--- config.mk ---
export PLATFORM = sky130hd
export DESIGN_NAME = tmr8_core
export DESIGN_NICKNAME = d
export VERILOG_FILES = /design/src/pkg/tmr8_pkg.sv /design/src/core/tmr8_core.sv
export SDC_FILE = /design/constraint.sdc
export NUM_CORES = 1
export LEC_CHECK = 0
export BUFFER_PORTS_ARGS = -buffer_cell sky130_fd_sc_hd__buf_2
export CAP_MARGIN = 10
export CORE_AREA = 2 2 90 92
export CTS_CLUSTER_DIAMETER = 80
export DETAILED_ROUTE_END_ITERATION = 10
export DIE_AREA = 0 0 92 94
export GPL_ROUTABILITY_DRIVEN = 0
export PLACE_DENSITY_LB_ADDON = 0.12
export SLEW_MARGIN = 20
export SYNTH_ARGS = -nofsm -noshare
export SYNTH_HDL_FRONTEND = slang
export SYNTH_SLANG_ARGS = --single-unit
--- constraint.sdc ---
create_clock -name clk_sys_i -period 2.1 [get_ports clk_sys_i]
set_clock_uncertainty 0.05 [all_clocks]
set_input_delay 0 -clock clk_sys_i [delete_from_list [all_inputs] [get_ports clk_sys_i]]
set_output_delay 0 -clock clk_sys_i [all_outputs]
set_load 0.05 [all_outputs]
--- src/pkg/tmr8_pkg.sv ---
// Constants, register map and state layout of the 8-bit compare timer
package tmr8_pkg;

    // =========================================================
    // Register word indices (byte address = index * 4)
    localparam logic [2:0] IDX_CTRL  = 3'h0;
    localparam logic [2:0] IDX_COUNT = 3'h1;
    localparam logic [2:0] IDX_CMP   = 3'h2;
    localparam logic [2:0] IDX_FLAGS = 3'h3;
    localparam logic [2:0] IDX_PORT  = 3'h4;

    // =========================================================
    // Field positions
    localparam int CTRL_MODE_LSB  = 0;
    localparam int CTRL_ACT_LSB   = 2;
    localparam int CTRL_FORCE_BIT = 4;
    localparam int CTRL_CS_LSB    = 5;
    localparam int FLAG_OVF_BIT   = 0;
    localparam int FLAG_MATCH_BIT = 1;
    localparam int PORT_OUT_BIT   = 0;
    localparam int PORT_DIR_BIT   = 1;
    localparam int PORT_OC_BIT    = 2;
    localparam int PORT_PIN_BIT   = 3;

    // =========================================================
    // Waveform modes and output actions
    localparam logic [1:0] MODE_NORMAL = 2'h0;
    localparam logic [1:0] MODE_PHASE  = 2'h1;
    localparam logic [1:0] MODE_CLR_MATCH = 2'h2;
    localparam logic [1:0] MODE_FAST   = 2'h3;
    localparam logic [1:0] ACT_OFF     = 2'h0;
    localparam logic [1:0] ACT_TOGGLE  = 2'h1;
    localparam logic [1:0] ACT_CLEAR   = 2'h2;
    localparam logic [1:0] ACT_SET     = 2'h3;

    // =========================================================
    // Counter extremes and prescaler
    localparam logic [7:0] CNT_BOTTOM = 8'h00;
    localparam logic [7:0] CNT_MAX    = 8'hff;
    localparam logic [2:0] CS_STOP    = 3'h0;
    localparam logic [2:0] CS_DIV1    = 3'h1;
    localparam logic [2:0] CS_DIV8    = 3'h2;
    localparam logic [2:0] CS_DIV64   = 3'h3;
    localparam logic [2:0] CS_DIV256  = 3'h4;
    localparam logic [2:0] CS_DIV1024 = 3'h5;
    localparam logic [9:0] PRE_LAST_1    = 10'h000;
    localparam logic [9:0] PRE_LAST_8    = 10'h007;
    localparam logic [9:0] PRE_LAST_64   = 10'h03f;
    localparam logic [9:0] PRE_LAST_256  = 10'h0ff;
    localparam logic [9:0] PRE_LAST_1024 = 10'h3ff;

    // =========================================================
    // Whole state of the timer
    typedef struct packed {
        logic [7:0]  cnt;
        logic [7:0]  ocr;
        logic [7:0]  ocr_buf;
        logic [1:0]  mode;
        logic [1:0]  act;
        logic [2:0]  cs;
        logic        port_out;
        logic        dir;
        logic        ovf;
        logic        mat;
        logic        oc;
        logic        block;
        logic [9:0]  presc;
        logic        ack;
        logic [31:0] rdata;
        logic [1:0]  pin_sync;
    } tmr8_state_s;

    localparam tmr8_state_s STATE_RST = '0;

endpackage

--- src/core/tmr8_core.sv ---
// 8-bit timer with compare output, normal, clear-on-match and fast PWM
`timescale 1ns/10ps
`default_nettype none
module tmr8_core #(
    parameter int ADDR_W = 5                // Byte address width
) (
    input  wire logic              clk_sys_i,     // System clock 100 MHz
    input  wire logic              nrst_i,        // Async reset, low
    input  wire logic [ADDR_W-1:0] address_i,     // Avalon byte address
    input  wire logic              read_i,        // Avalon read
    input  wire logic              write_i,       // Avalon write
    input  wire logic [31:0]       writedata_i,   // Avalon write data
    input  wire logic [3:0]        byteenable_i,  // Avalon byte enables
    output logic [31:0]            readdata_o,    // Avalon read data
    output logic                   waitrequest_o, // Avalon wait
    input  wire logic              pin_i,         // Pin level in
    output logic                   pin_o,         // Pin level out
    output logic                   pin_oe_n_o     // Pin driver on, low
);

    // =========================================================
    // Parameter check
    generate
        if (ADDR_W < 5)
        begin : g_bad_addr
            $error("tmr8_core: ADDR_W must be at least 5");
        end
    endgenerate

    tmr8_pkg::tmr8_state_s s_reg;
    tmr8_pkg::tmr8_state_s s_next;

    // =========================================================
    // Bus decode
    logic [2:0]  idx;
    logic        mapped;
    logic        req;
    logic        wr_go;
    logic        ctrl_wr;
    logic        cnt_wr;
    logic        cmp_wr;
    logic        flg_wr;
    logic        port_wr;
    logic [31:0] rd_mux;
    logic [7:0]  wbyte;

    assign idx    = address_i[4:2];
    assign mapped = ((address_i >> 5) == '0)
                 && (address_i[1:0] == 2'h0)
                 && (idx <= tmr8_pkg::IDX_PORT);
    assign req    = read_i | write_i;
    // One wait state: answer at the second edge of each request
    assign waitrequest_o = req & ~s_reg.ack;
    assign wr_go  = write_i & s_reg.ack & byteenable_i[0] & mapped;
    assign wbyte  = writedata_i[7:0];
    assign ctrl_wr = wr_go && (idx == tmr8_pkg::IDX_CTRL);
    assign cnt_wr  = wr_go && (idx == tmr8_pkg::IDX_COUNT);
    assign cmp_wr  = wr_go && (idx == tmr8_pkg::IDX_CMP);
    assign flg_wr  = wr_go && (idx == tmr8_pkg::IDX_FLAGS);
    assign port_wr = wr_go && (idx == tmr8_pkg::IDX_PORT);

    always_comb
    begin
        rd_mux = 32'h0000_0000;
        if (mapped)
        begin
            unique case (idx)
                tmr8_pkg::IDX_CTRL:
                begin
                    rd_mux[tmr8_pkg::CTRL_MODE_LSB +: 2] = s_reg.mode;
                    rd_mux[tmr8_pkg::CTRL_ACT_LSB +: 2]  = s_reg.act;
                    rd_mux[tmr8_pkg::CTRL_CS_LSB +: 3]   = s_reg.cs;
                end
                tmr8_pkg::IDX_COUNT: rd_mux[7:0] = s_reg.cnt;
                tmr8_pkg::IDX_CMP:   rd_mux[7:0] = s_reg.ocr_buf;
                tmr8_pkg::IDX_FLAGS:
                begin
                    rd_mux[tmr8_pkg::FLAG_OVF_BIT]   = s_reg.ovf;
                    rd_mux[tmr8_pkg::FLAG_MATCH_BIT] = s_reg.mat;
                end
                tmr8_pkg::IDX_PORT:
                begin
                    rd_mux[tmr8_pkg::PORT_OUT_BIT] = s_reg.port_out;
                    rd_mux[tmr8_pkg::PORT_DIR_BIT] = s_reg.dir;
                    rd_mux[tmr8_pkg::PORT_OC_BIT]  = s_reg.oc;
                    rd_mux[tmr8_pkg::PORT_PIN_BIT] = s_reg.pin_sync[1];
                end
                default: rd_mux = 32'h0000_0000;
            endcase
        end
    end

    // =========================================================
    // Timer clock enable from prescaler
    logic [9:0] pre_last;
    logic       tick;

    always_comb
    begin
        unique case (s_reg.cs)
            tmr8_pkg::CS_DIV1:    pre_last = tmr8_pkg::PRE_LAST_1;
            tmr8_pkg::CS_DIV8:    pre_last = tmr8_pkg::PRE_LAST_8;
            tmr8_pkg::CS_DIV64:   pre_last = tmr8_pkg::PRE_LAST_64;
            tmr8_pkg::CS_DIV256:  pre_last = tmr8_pkg::PRE_LAST_256;
            tmr8_pkg::CS_DIV1024: pre_last = tmr8_pkg::PRE_LAST_1024;
            default:              pre_last = tmr8_pkg::PRE_LAST_1024;
        endcase
    end

    // Codes 6 and 7 stop the count as stop does, but the prescaler keeps running
    assign tick = (s_reg.cs != tmr8_pkg::CS_STOP)
               && (s_reg.cs <= tmr8_pkg::CS_DIV1024)
               && (s_reg.presc == pre_last);

    // =========================================================
    // Compare and waveform events
    logic       match_hit;
    logic       at_max;
    logic       is_pwm;
    logic [1:0] new_mode;
    logic [1:0] new_act;
    logic       force_go;

    // Equality is checked while the count stands; flag lands on the same edge as the count step
    assign match_hit = tick && (s_reg.cnt == s_reg.ocr)
                    && !s_reg.block;
    assign at_max    = tick && (s_reg.cnt == tmr8_pkg::CNT_MAX);
    assign is_pwm    = s_reg.mode[0];
    assign new_mode  = wbyte[tmr8_pkg::CTRL_MODE_LSB +: 2];
    assign new_act   = wbyte[tmr8_pkg::CTRL_ACT_LSB +: 2];
    // Strobe takes the action bits written with it; ignored if the mode written with it is PWM
    assign force_go  = ctrl_wr && wbyte[tmr8_pkg::CTRL_FORCE_BIT]
                    && !new_mode[0];

    function automatic logic act_nonpwm(input logic [1:0] a,
                                        input logic       o);
        logic r;
        r = o;
        unique case (a)
            tmr8_pkg::ACT_TOGGLE: r = ~o;
            tmr8_pkg::ACT_CLEAR:  r = 1'b0;
            tmr8_pkg::ACT_SET:    r = 1'b1;
            default:              r = o;
        endcase
        return r;
    endfunction

    // =========================================================
    // Next state
    always_comb
    begin
        s_next = s_reg;
        s_next.pin_sync = {s_reg.pin_sync[0], pin_i};

        // Bus handshake and read data capture
        s_next.ack = req & ~s_reg.ack;
        if (read_i && !s_reg.ack)
        begin
            s_next.rdata = rd_mux;
        end

        // Prescaler
        if (tick || (s_reg.cs == tmr8_pkg::CS_STOP))
        begin
            s_next.presc = 10'h000;
        end
        else
        begin
            s_next.presc = s_reg.presc + 10'h001;
        end

        // Counting: sequence set by the mode bits, with the top set by the compare value in clear on match
        if (tick)
        begin
            s_next.block = 1'b0;
            unique case (s_reg.mode)
                tmr8_pkg::MODE_CLR_MATCH:
                begin
                    if (match_hit)
                    begin
                        s_next.cnt = tmr8_pkg::CNT_BOTTOM;
                    end
                    else
                    begin
                        // Unbuffered top: a low top means wrap first
                        s_next.cnt = s_reg.cnt + 8'h01;
                    end
                end
                tmr8_pkg::MODE_FAST:
                    s_next.cnt = s_reg.cnt + 8'h01;
                default:
                    s_next.cnt = s_reg.cnt + 8'h01;
            endcase
        end

        // Overflow at max in every implemented mode
        if (flg_wr && wbyte[tmr8_pkg::FLAG_OVF_BIT])
        begin
            s_next.ovf = 1'b0;
        end
        if (at_max)
        begin
            s_next.ovf = 1'b1;
        end

        // Match flag; set wins over a same-cycle clear
        if (flg_wr && wbyte[tmr8_pkg::FLAG_MATCH_BIT])
        begin
            s_next.mat = 1'b0;
        end
        if (match_hit)
        begin
            s_next.mat = 1'b1;
        end

        // Compare register: buffered in PWM modes
        if (is_pwm && at_max)
        begin
            s_next.ocr = s_reg.ocr_buf;
        end
        if (cmp_wr)
        begin
            s_next.ocr_buf = wbyte;
            if (!is_pwm)
            begin
                s_next.ocr = wbyte;
            end
        end

        // Compare output; action bits read at the match
        if (match_hit)
        begin
            unique case (s_reg.mode)
                tmr8_pkg::MODE_NORMAL,
                tmr8_pkg::MODE_CLR_MATCH:
                    s_next.oc = act_nonpwm(s_reg.act, s_reg.oc);
                tmr8_pkg::MODE_FAST:
                    s_next.oc = act_nonpwm(s_reg.act, s_reg.oc);
                default:
                    s_next.oc = s_reg.oc;
            endcase
        end
        // Bottom edge wins over a match at max: constant level
        if (at_max && (s_reg.mode == tmr8_pkg::MODE_FAST))
        begin
            if (s_reg.act == tmr8_pkg::ACT_CLEAR)
            begin
                s_next.oc = 1'b1;
            end
            else if (s_reg.act == tmr8_pkg::ACT_SET)
            begin
                s_next.oc = 1'b0;
            end
        end
        // Forced match: output only, no flag, no counter change
        if (force_go)
        begin
            s_next.oc = act_nonpwm(new_act, s_reg.oc);
        end

        // Control writes
        if (ctrl_wr)
        begin
            s_next.mode = new_mode;
            s_next.act  = new_act;
            s_next.cs   = wbyte[tmr8_pkg::CTRL_CS_LSB +: 3];
        end
        if (port_wr)
        begin
            s_next.port_out = wbyte[tmr8_pkg::PORT_OUT_BIT];
            s_next.dir      = wbyte[tmr8_pkg::PORT_DIR_BIT];
        end

        // Count write beats counting and masks a match at the next tick
        if (cnt_wr)
        begin
            s_next.cnt   = wbyte;
            s_next.block = 1'b1;
        end
    end

    always_ff @(posedge clk_sys_i or negedge nrst_i)
    begin
        if (!nrst_i)
        begin
            s_reg <= tmr8_pkg::STATE_RST;
        end
        else
        begin
            s_reg <= s_next;
        end
    end

    // =========================================================
    // Outputs
    assign readdata_o = s_reg.rdata;
    // Override does not depend on the mode
    assign pin_o = (s_reg.act != tmr8_pkg::ACT_OFF) ? s_reg.oc
                                                     : s_reg.port_out;
    assign pin_oe_n_o = ~s_reg.dir;
endmodule
`default_nettype wire

[Word-level counts from Yosys, hierarchy flattened]
Index checks and enable logic that the tools add are counted.
Storage, ports and cells
  output and inout bits: 35
  flip-flop bits (word level): 82
Operators by class
  multiplexer cells: 29
  order comparisons: 2
  reduce and logical (&&, ||, !) cells: 32
  bitwise gates (word level): 8
  equal/unequal tests: 20
  add/subtract/negate cells: 2
Operator list (count)
  8-bit 2-to-1 mux: 7
  10-bit one-hot mux with 4 select lines: 1
  1-bit logical AND: 18
  16-bit 2-to-1 mux: 1
  1-bit 2-to-1 mux: 13
  2-bit == test (second input constant): 6
  3-bit by 2-bit == test with 1-bit output (second input constant): 4
  10-bit by 1-bit adder with 10-bit output (second input constant): 1
  10-bit == test: 1
  10-bit 2-to-1 mux: 1
  2-bit one-hot mux with 5 select lines: 1
  3-bit one-hot mux with 3 select lines: 1
  8-bit by 1-bit adder with 8-bit output (second input constant): 1
  8-bit == test: 1
  8-bit == test (second input constant): 1
  2-bit one-hot mux with 4 select lines: 1
  2-bit nonzero test: 4
  3-bit by 1-bit == test with 1-bit output (second input constant): 2
  3-bit == test (second input constant): 2
  3-bit <= comparator (second input constant): 2
  3-bit zero test: 2
  1-bit one-hot mux with 3 select lines: 2
  1-bit bitwise AND: 4
  2-bit by 1-bit == test with 1-bit output (second input constant): 2
  other kinds (9): 14

[Depth between registers and ports, before layout]
Gate-level depths: netlist (run 1).
  word-level depth: 11
  depth in mapped cells: 9
  gate-level depth less buffers: 7

[Worst setup path before layout (run 1)]
Ideal clock, no wire load.
  path kind: register to register
  from: register s_reg[38] (netlist name)
  to: register s_reg[66] (netlist name)
  slack: -0.155 ns
  cell stages (with the launch flop): 9
  period minus slack after synthesis: 2.255 ns
  data arrival time: 2.132 ns
  required time: 1.977 ns
  path through: dfrtp_1 > or3_4 > nor3_4 > nor2_2 > or4_4 > buf_6 > and2_4 > buf_6 > a21oi_2
RTL lines
  from (decl): line tmr8_core.sv:30  | tmr8_pkg::tmr8_state_s s_reg;
  from (signal assigned): line tmr8_core.sv:286  | s_reg <= tmr8_pkg::STATE_RST;
  from (signal assigned): line tmr8_core.sv:290  | s_reg <= s_next;

==> results of run 1 <==
## cell usage in the layout (no fill, tap or decap), types with 5 or more instances in the layout
cell,Yosys,final
dfrtp_1,58,55
buf_4,32,42
nor2_1,33,33
buf_2,1,29
nand2_1,29,28
conb_1,1,24
o21ai_0,26,20
mux2_2,17,17
inv_1,14,14
clkbuf_8,0,12
dlygate4sd3_1,0,12
xnor2_1,11,11
mux2i_1,9,9
nand3_1,10,8
a21oi_2,8,8
nand4_1,6,6
o21ai_2,1,6
xor2_1,5,5
a31oi_1,8,5
buf_6,4,5
## cells by family after synthesis
logic type      Yosys count
mux                      27
flops                    58
buf+inv                  59
fa+ha+maj                 3
compound gates           80
simple gates            120
other cells               1
xor+xnor                 17
## critical path, stage by stage, from the launching register on
cell	delay (ps)
dfrtp_2	470
nor3_4	270
o211a_1	270
o21ai_4	110
or4_4	580
and2_4	240
a21oi_2	140
## routing by layer
metal	track usage (%)	up-vias
met4	7.84	0
li1	-	1419
met1	28.5	1434
met3	3.77	11
met2	35.0	89
met5	0	-
## repair_timing
item / CTS / global route
endpoints found under the setup margin: 22 / 26
gates resized for setup: 11 / 43
setup buffers: 3 / 5
cloned: 1 / 0
pin swaps: 0 / 22
hold buffers: 12 / 0
hold endpoints to repair: 52 / 0
## area by class of cell
| type | instances | area, um2 | area share (%) |
|---|---|---|---|
| well taps | 102 | 128 | 2.81 |
| inverters | 14 | 52.6 | 1.16 |
| clock inverters | 4 | 48.8 | 1.07 |
| clock buffers | 12 | 165 | 3.63 |
| flip-flops and latches | 58 | 1460 | 32.0 |
| multi-input cells | 272 | 2040 | 44.9 |
| repair buffers | 89 | 657 | 14.5 |
## metrics by stage
stage	instance area (um2)	cells
global placement	3880	514
detailed placement	3880	514
floorplan	3620	388
CTS	4300	546
finish	4550	551
global route	4550	551
## power breakdown
group          total, uW  switching [uW]  internal (uW)
clock               1110             464            643
combinational        757             453            304
sequential          1290            93.4           1200
## how the worst max path moves through the flow
stage / to / slack (ps) / cells past startpoint / from
2_1_floorplan: s_reg[66]$_DFF_PN0_ / -110 / 9 / s_reg[52]$_DFFE_PN0P_
3_3_place_gp: s_reg[68]$_DFF_PN0_ / -50 / 6 / s_reg[51]$_DFFE_PN0P_
3_5_place_dp: s_reg[72]$_DFF_PN0_ / -100 / 5 / s_reg[53]$_DFFE_PN0P_
4_1_cts: s_reg[73]$_DFF_PN0_ / -50 / 5 / s_reg[53]$_DFFE_PN0P_
5_1_grt: s_reg[72]$_DFF_PN0_ / -160 / 6 / s_reg[53]$_DFFE_PN0P_
6_report: s_reg[73]$_DFF_PN0_ / -100 / 6 / s_reg[53]$_DFFE_PN0P_
==> impl_metrics.json, run 1 <==
{
  "status": "finished, violations left",
  "violations": "setup timing",
  "n_antenna_cell": 0,
  "vias": 2953,
  "cp.arrival_ps": 2430,
  "die_width_um": 92,
  "cts_buffer_depth": 2,
  "dieArea_um2": 8650,
  "dr_wl_met2_um": 4420,
  "nFillCells": 643,
  "yosysTopAreaCell": "dfrtp_1",
  "via_per_inst": 5.36,
  "dr_wl_met3_um": 468,
  "fin_hold_ws_ps": 41.3,
  "hp-class": "in2reg",
  "r2r-start": "s_reg[53]$_DFFE_PN0P_",
  "io_pins": 81,
  "max_freq_ghz": 0.454,
  "holdPathStages": 3,
  "holdPathEnd": "readdata_o[6]$_DFFE_PN0P_",
  "start_util_pct": 46.1,
  "crit_required_ps": 2330,
  "setup_ws_ps": -103,
  "r2r_slack_ps": -100,
  "cts-htree-levels": 3,
  "yosys_register_bits": 58,
  "track_usage_pct": 21.4,
  "detail-route-antenna-nets": 0,
  "min_period_ps": 2200,
  "clock_latency_ps": 350,
  "largest_reg_flops": 48,
  "drt-total-wl_um": 8990,
  "rsz0062_at_grt": "true",
  "place_ws_ps": -99.2,
  "yosysUniqueCellTypes": 56,
  "drc_errors": 0,
  "netlist_instances": 365,
  "avgSynthCellArea_um2": 9.61,
  "worstHoldStart": "address_i[4]",
  "finalHoldViolations": 0,
  "fin_tns_setup_ps": -740,
  "top_layer": "met4",
  "async_flop_share_pct": 100,
  "wl_per_cell_um": 16.3,
  "setup_violations": 10,
  "fin_util_pct": 59.8,
  "clkTransAtPathRegs_ps": 70,
  "ys_top_cells_by_count": "dfrtp_1 (58), nor2_1 (33), buf_4 (32)",
  "drt_iter0_markers": 202,
  "fp.dieH_um": 94,
  "synth_compound_area_share_pct": 15.7,
  "cts_root_buf": "clkbuf_8",
  "synth.area.top_cells": "dfrtp_1 (41%), buf_4 (6.8%), mux2_2 (5.5%), o21ai_0 (3.7%), nor2_1 (3.5%)",
  "numCtsBuffers": 9,
  "worst_pin_slew_ps": 579,
  "synth-edff-count": 0,
  "synth_most_common_cell": "dfrtp_1",
  "nets": 493,
  "synth.area.mux_share_pct": 8.67,
  "synth_top_family_by_area": "simple AND/OR/NAND/NOR gates",
  "dp_hpwl_um": 6390,
  "end_kind": "flip-flop",
  "grt_pass1_vias": 2764,
  "synthAdderAreaFrac_pct": 1.07,
  "period_share_pct": 105,
  "cts_tree": "built",
  "core.rowCount": 32,
  "grt_overflow_total": 0,
  "grt_first_pass_wirelength_um": 14200,
  "timing.rr.end": "s_reg[73]$_DFF_PN0_",
  "yosysWarnings": 0,
  "ys_dominant_reg_cell": "dfrtp_1",
  "max-slew-margin-rel_pct": 61.3,
  "port_buffers": 29,
  "cp_max_fo": 8,
  "reg2reg_depth": 6,
  "powerDensity_nw_per_um2": 694,
  "peakVddDrop_uv": 418,
  "maxSlewViolCount": 0,
  "synth_area_um2": 3510,
  "fin_total_pwr_uw": 3160,
  "synth_xor_area_share_pct": 4.46,
  "antenna_found_initial": 0,
  "yosys.area.top_type_share_pct": 41.4,
  "p_leak_uw": 0.00206,
  "grt_max_degree": 37,
  "firstDrtPassIters": 4,
  "drive_gt1_share_pct": 37.4,
  "syn_to_final_growth_pct": 29.6,
  "clock_sinks": 58,
  "synth-simple-area-share_pct": 18.0,
  "critPathLaunchType": "flip-flop",
  "maxCapViolations": 0,
  "yosysSeqAreaShare_pct": 41.4,
  "path_class": "reg2reg",
  "wl_met1_um": 3940,
  "coreArea_um2": 7610
}
No activity file was read; power rests on OpenSTA's default activity.
==> run 2: changes to the inputs <==
SETUP_SLACK_MARGIN = 0.05   (was default)
==> impl_metrics.json, run 2 (synthesized netlist as in run 1, its figures left out) <==
{
  "multi_input_area_um2": 1970,
  "cp_max_fo": 8,
  "power.internal_uw": 2010,
  "swShare_pct": 33.5,
  "nets": 490,
  "drt_iter0_markers": 182,
  "setup_violations": 10,
  "vias": 2955,
  "fp.dieH_um": 94,
  "finalHoldViolations": 0,
  "drive_gt1_share_pct": 35.0,
  "drc_errors": 0,
  "final_cells": 548,
  "critPathSlowestCell": "or4_4",
  "via_per_inst": 5.39,
  "final_cell_mix": "dfrtp_1 (55), buf_4 (43), nor2_1 (33)",
  "violations": "setup timing",
  "grt_first_pass_wirelength_um": 14800,
  "die_width_um": 92,
  "clock_sinks": 58,
  "max-slew-margin-rel_pct": 49.6,
  "final_area_um2": 4410,
  "end_kind": "flip-flop",
  "cpPeakStageDelay_ps": 590,
  "nFillCells": 682,
  "drt-total-wl_um": 9030,
  "combPwrFrac_pct": 24.0,
  "io_pins": 81,
  "setup_ws_ps": -46.0,
  "period_share_pct": 102,
  "port_buffers": 29,
  "maxCapViolations": 0,
  "postPlaceCellArea_um2": 3870,
  "grt_max_degree": 59,
  "cts-htree-levels": 3,
  "rsz0062_at_grt": "true",
  "cp.arrival_ps": 2370,
  "dp_cells": 513,
  "peakVddDrop_uv": 310,
  "min_period_ps": 2150,
  "cts_buffer_depth": 2,
  "critPathLaunchType": "flip-flop",
  "syn_to_final_growth_pct": 25.6,
  "crit_required_ps": 2320,
  "clkTransAtPathRegs_ps": 70,
  "cts_root_buf": "clkbuf_8",
  "antenna_found_initial": 0,
  "p_sw_uw": 1010,
  "grt_pass1_vias": 2892,
  "max_freq_ghz": 0.466,
  "critical-path-top-delay-family": "simple AND/OR/NAND/NOR gates",
  "p_leak_uw": 0.00200,
  "largest_reg_flops": 48,
  "cts_tree": "built",
  "status": "finished, violations left",
  "path_cells": "o41ai_4 > nand3_2 > or4_4 > and2_4 > a21oi_2",
  "fin_hold_ws_ps": 14.6,
  "final_common_cell": "dfrtp_1",
  "maxSlewViolCount": 0,
  "fin_tns_setup_ps": -175,
  "coreArea_um2": 7610,
  "core.rowCount": 32,
  "seqCellArea_um2": 1460,
  "detail-route-antenna-nets": 0,
  "track_usage_pct": 22.2,
  "wl_per_cell_um": 16.5,
  "pwr-share-clk_pct": 33.2,
  "numCtsBuffers": 9,
  "dp_hpwl_um": 6260,
  "dieArea_um2": 8650,
  "hp-class": "in2reg",
  "fin_total_pwr_uw": 3020,
  "seq_power_share_pct": 42.8,
  "grt_overflow_total": 0,
  "n_antenna_cell": 0,
  "crit_buf_inv": 0,
  "worst_pin_slew_ps": 755,
  "path_class": "reg2reg",
  "powerDensity_nw_per_um2": 685,
  "start_util_pct": 46.1,
  "clock_latency_ps": 350,
  "firstDrtPassIters": 4
}
==> run 2: changes by cell type in the layout (fill, tap and decap cells not counted), sizes merged <==
cell and delta:
clkinvlp +2, buf -3, clkinv -1, bufinv -1
==> run 2: area by class of cell <==
class,instances,share of cell area [%]
Clock buffer,12,3.75
Multi-Input combinational cell,272,44.7
Inverter,14,1.19
Tap cell,102,2.90
Sequential cell,58,33.0
Clock inverter,4,0.568
Timing Repair Buffer,86,13.9
==> run 2: worst register-to-register path: cells and delay by family, from the launching register on <==
| family | cells | cell delay, ps |
|---|---|---|
| AO/OA/AOI/OAI | 2 | 540 |
| AND/OR/NAND/NOR | 3 | 990 |
| flip-flops | 1 | 490 |
==> run 2: stage by stage <==
stage	utilization, %	worst slack (ps)
3_5_place_dp	50.9	-89.6
5_1_grt	57.9	-147
2_1_floorplan	-	-115
3_3_place_gp	50.9	-31.4
4_1_cts	57.2	-50.3
6_report	57.9	-46.0
==> run 2: routing by layer <==
layer  track usage, %  wire length (um)  vias to the layer above
li1                 -                 -                     1410
met1             29.5              4050                     1461
met2             36.4              4420                       72
met3             3.85               379                       12
met4             8.46               173                        0
met5                0                 0                        -
==> run 2: timing repair <==
| item | in CTS | in global routing |
|---|---|---|
| hold endpoints to repair | 87 | 0 |
| cloned | 1 | 0 |
| setup endpoints to repair | 26 | 17 |
| gates resized for setup | 24 | 11 |
| setup buffers | 5 | 1 |
| hold buffers | 12 | 0 |
| pin swaps | 10 | 15 |
==> run 2: power groups by stage <==
stage	sequential [uW]	combinational [uW]	clock [uW]
2_1_floorplan	1280	493	0
5_1_grt	1300	790	1070
6_report	1290	726	1000
3_3_place_gp	1300	637	0
4_1_cts	1290	706	1020
3_5_place_dp	1300	645	0
==> run 2: final timing paths <==
check                      slack [ps]                  start  cells past startpoint                   endpoint
max                               -50  s_reg[53]$_DFFE_PN0P_                      5        s_reg[72]$_DFF_PN0_
min                                10           address_i[4]                      4  readdata_o[0]$_DFFE_PN0P_
max reg2reg                       -50  s_reg[53]$_DFFE_PN0P_                      5        s_reg[72]$_DFF_PN0_
min reg2reg                       310    s_next[1]$_DFF_PN0_                      0         s_reg[1]$_DFF_PN0_
max in group asynchronous        1170                 nrst_i                      3      s_reg[51]$_DFFE_PN0P_
min in group asynchronous         290                 nrst_i                      3  readdata_o[6]$_DFFE_PN0P_
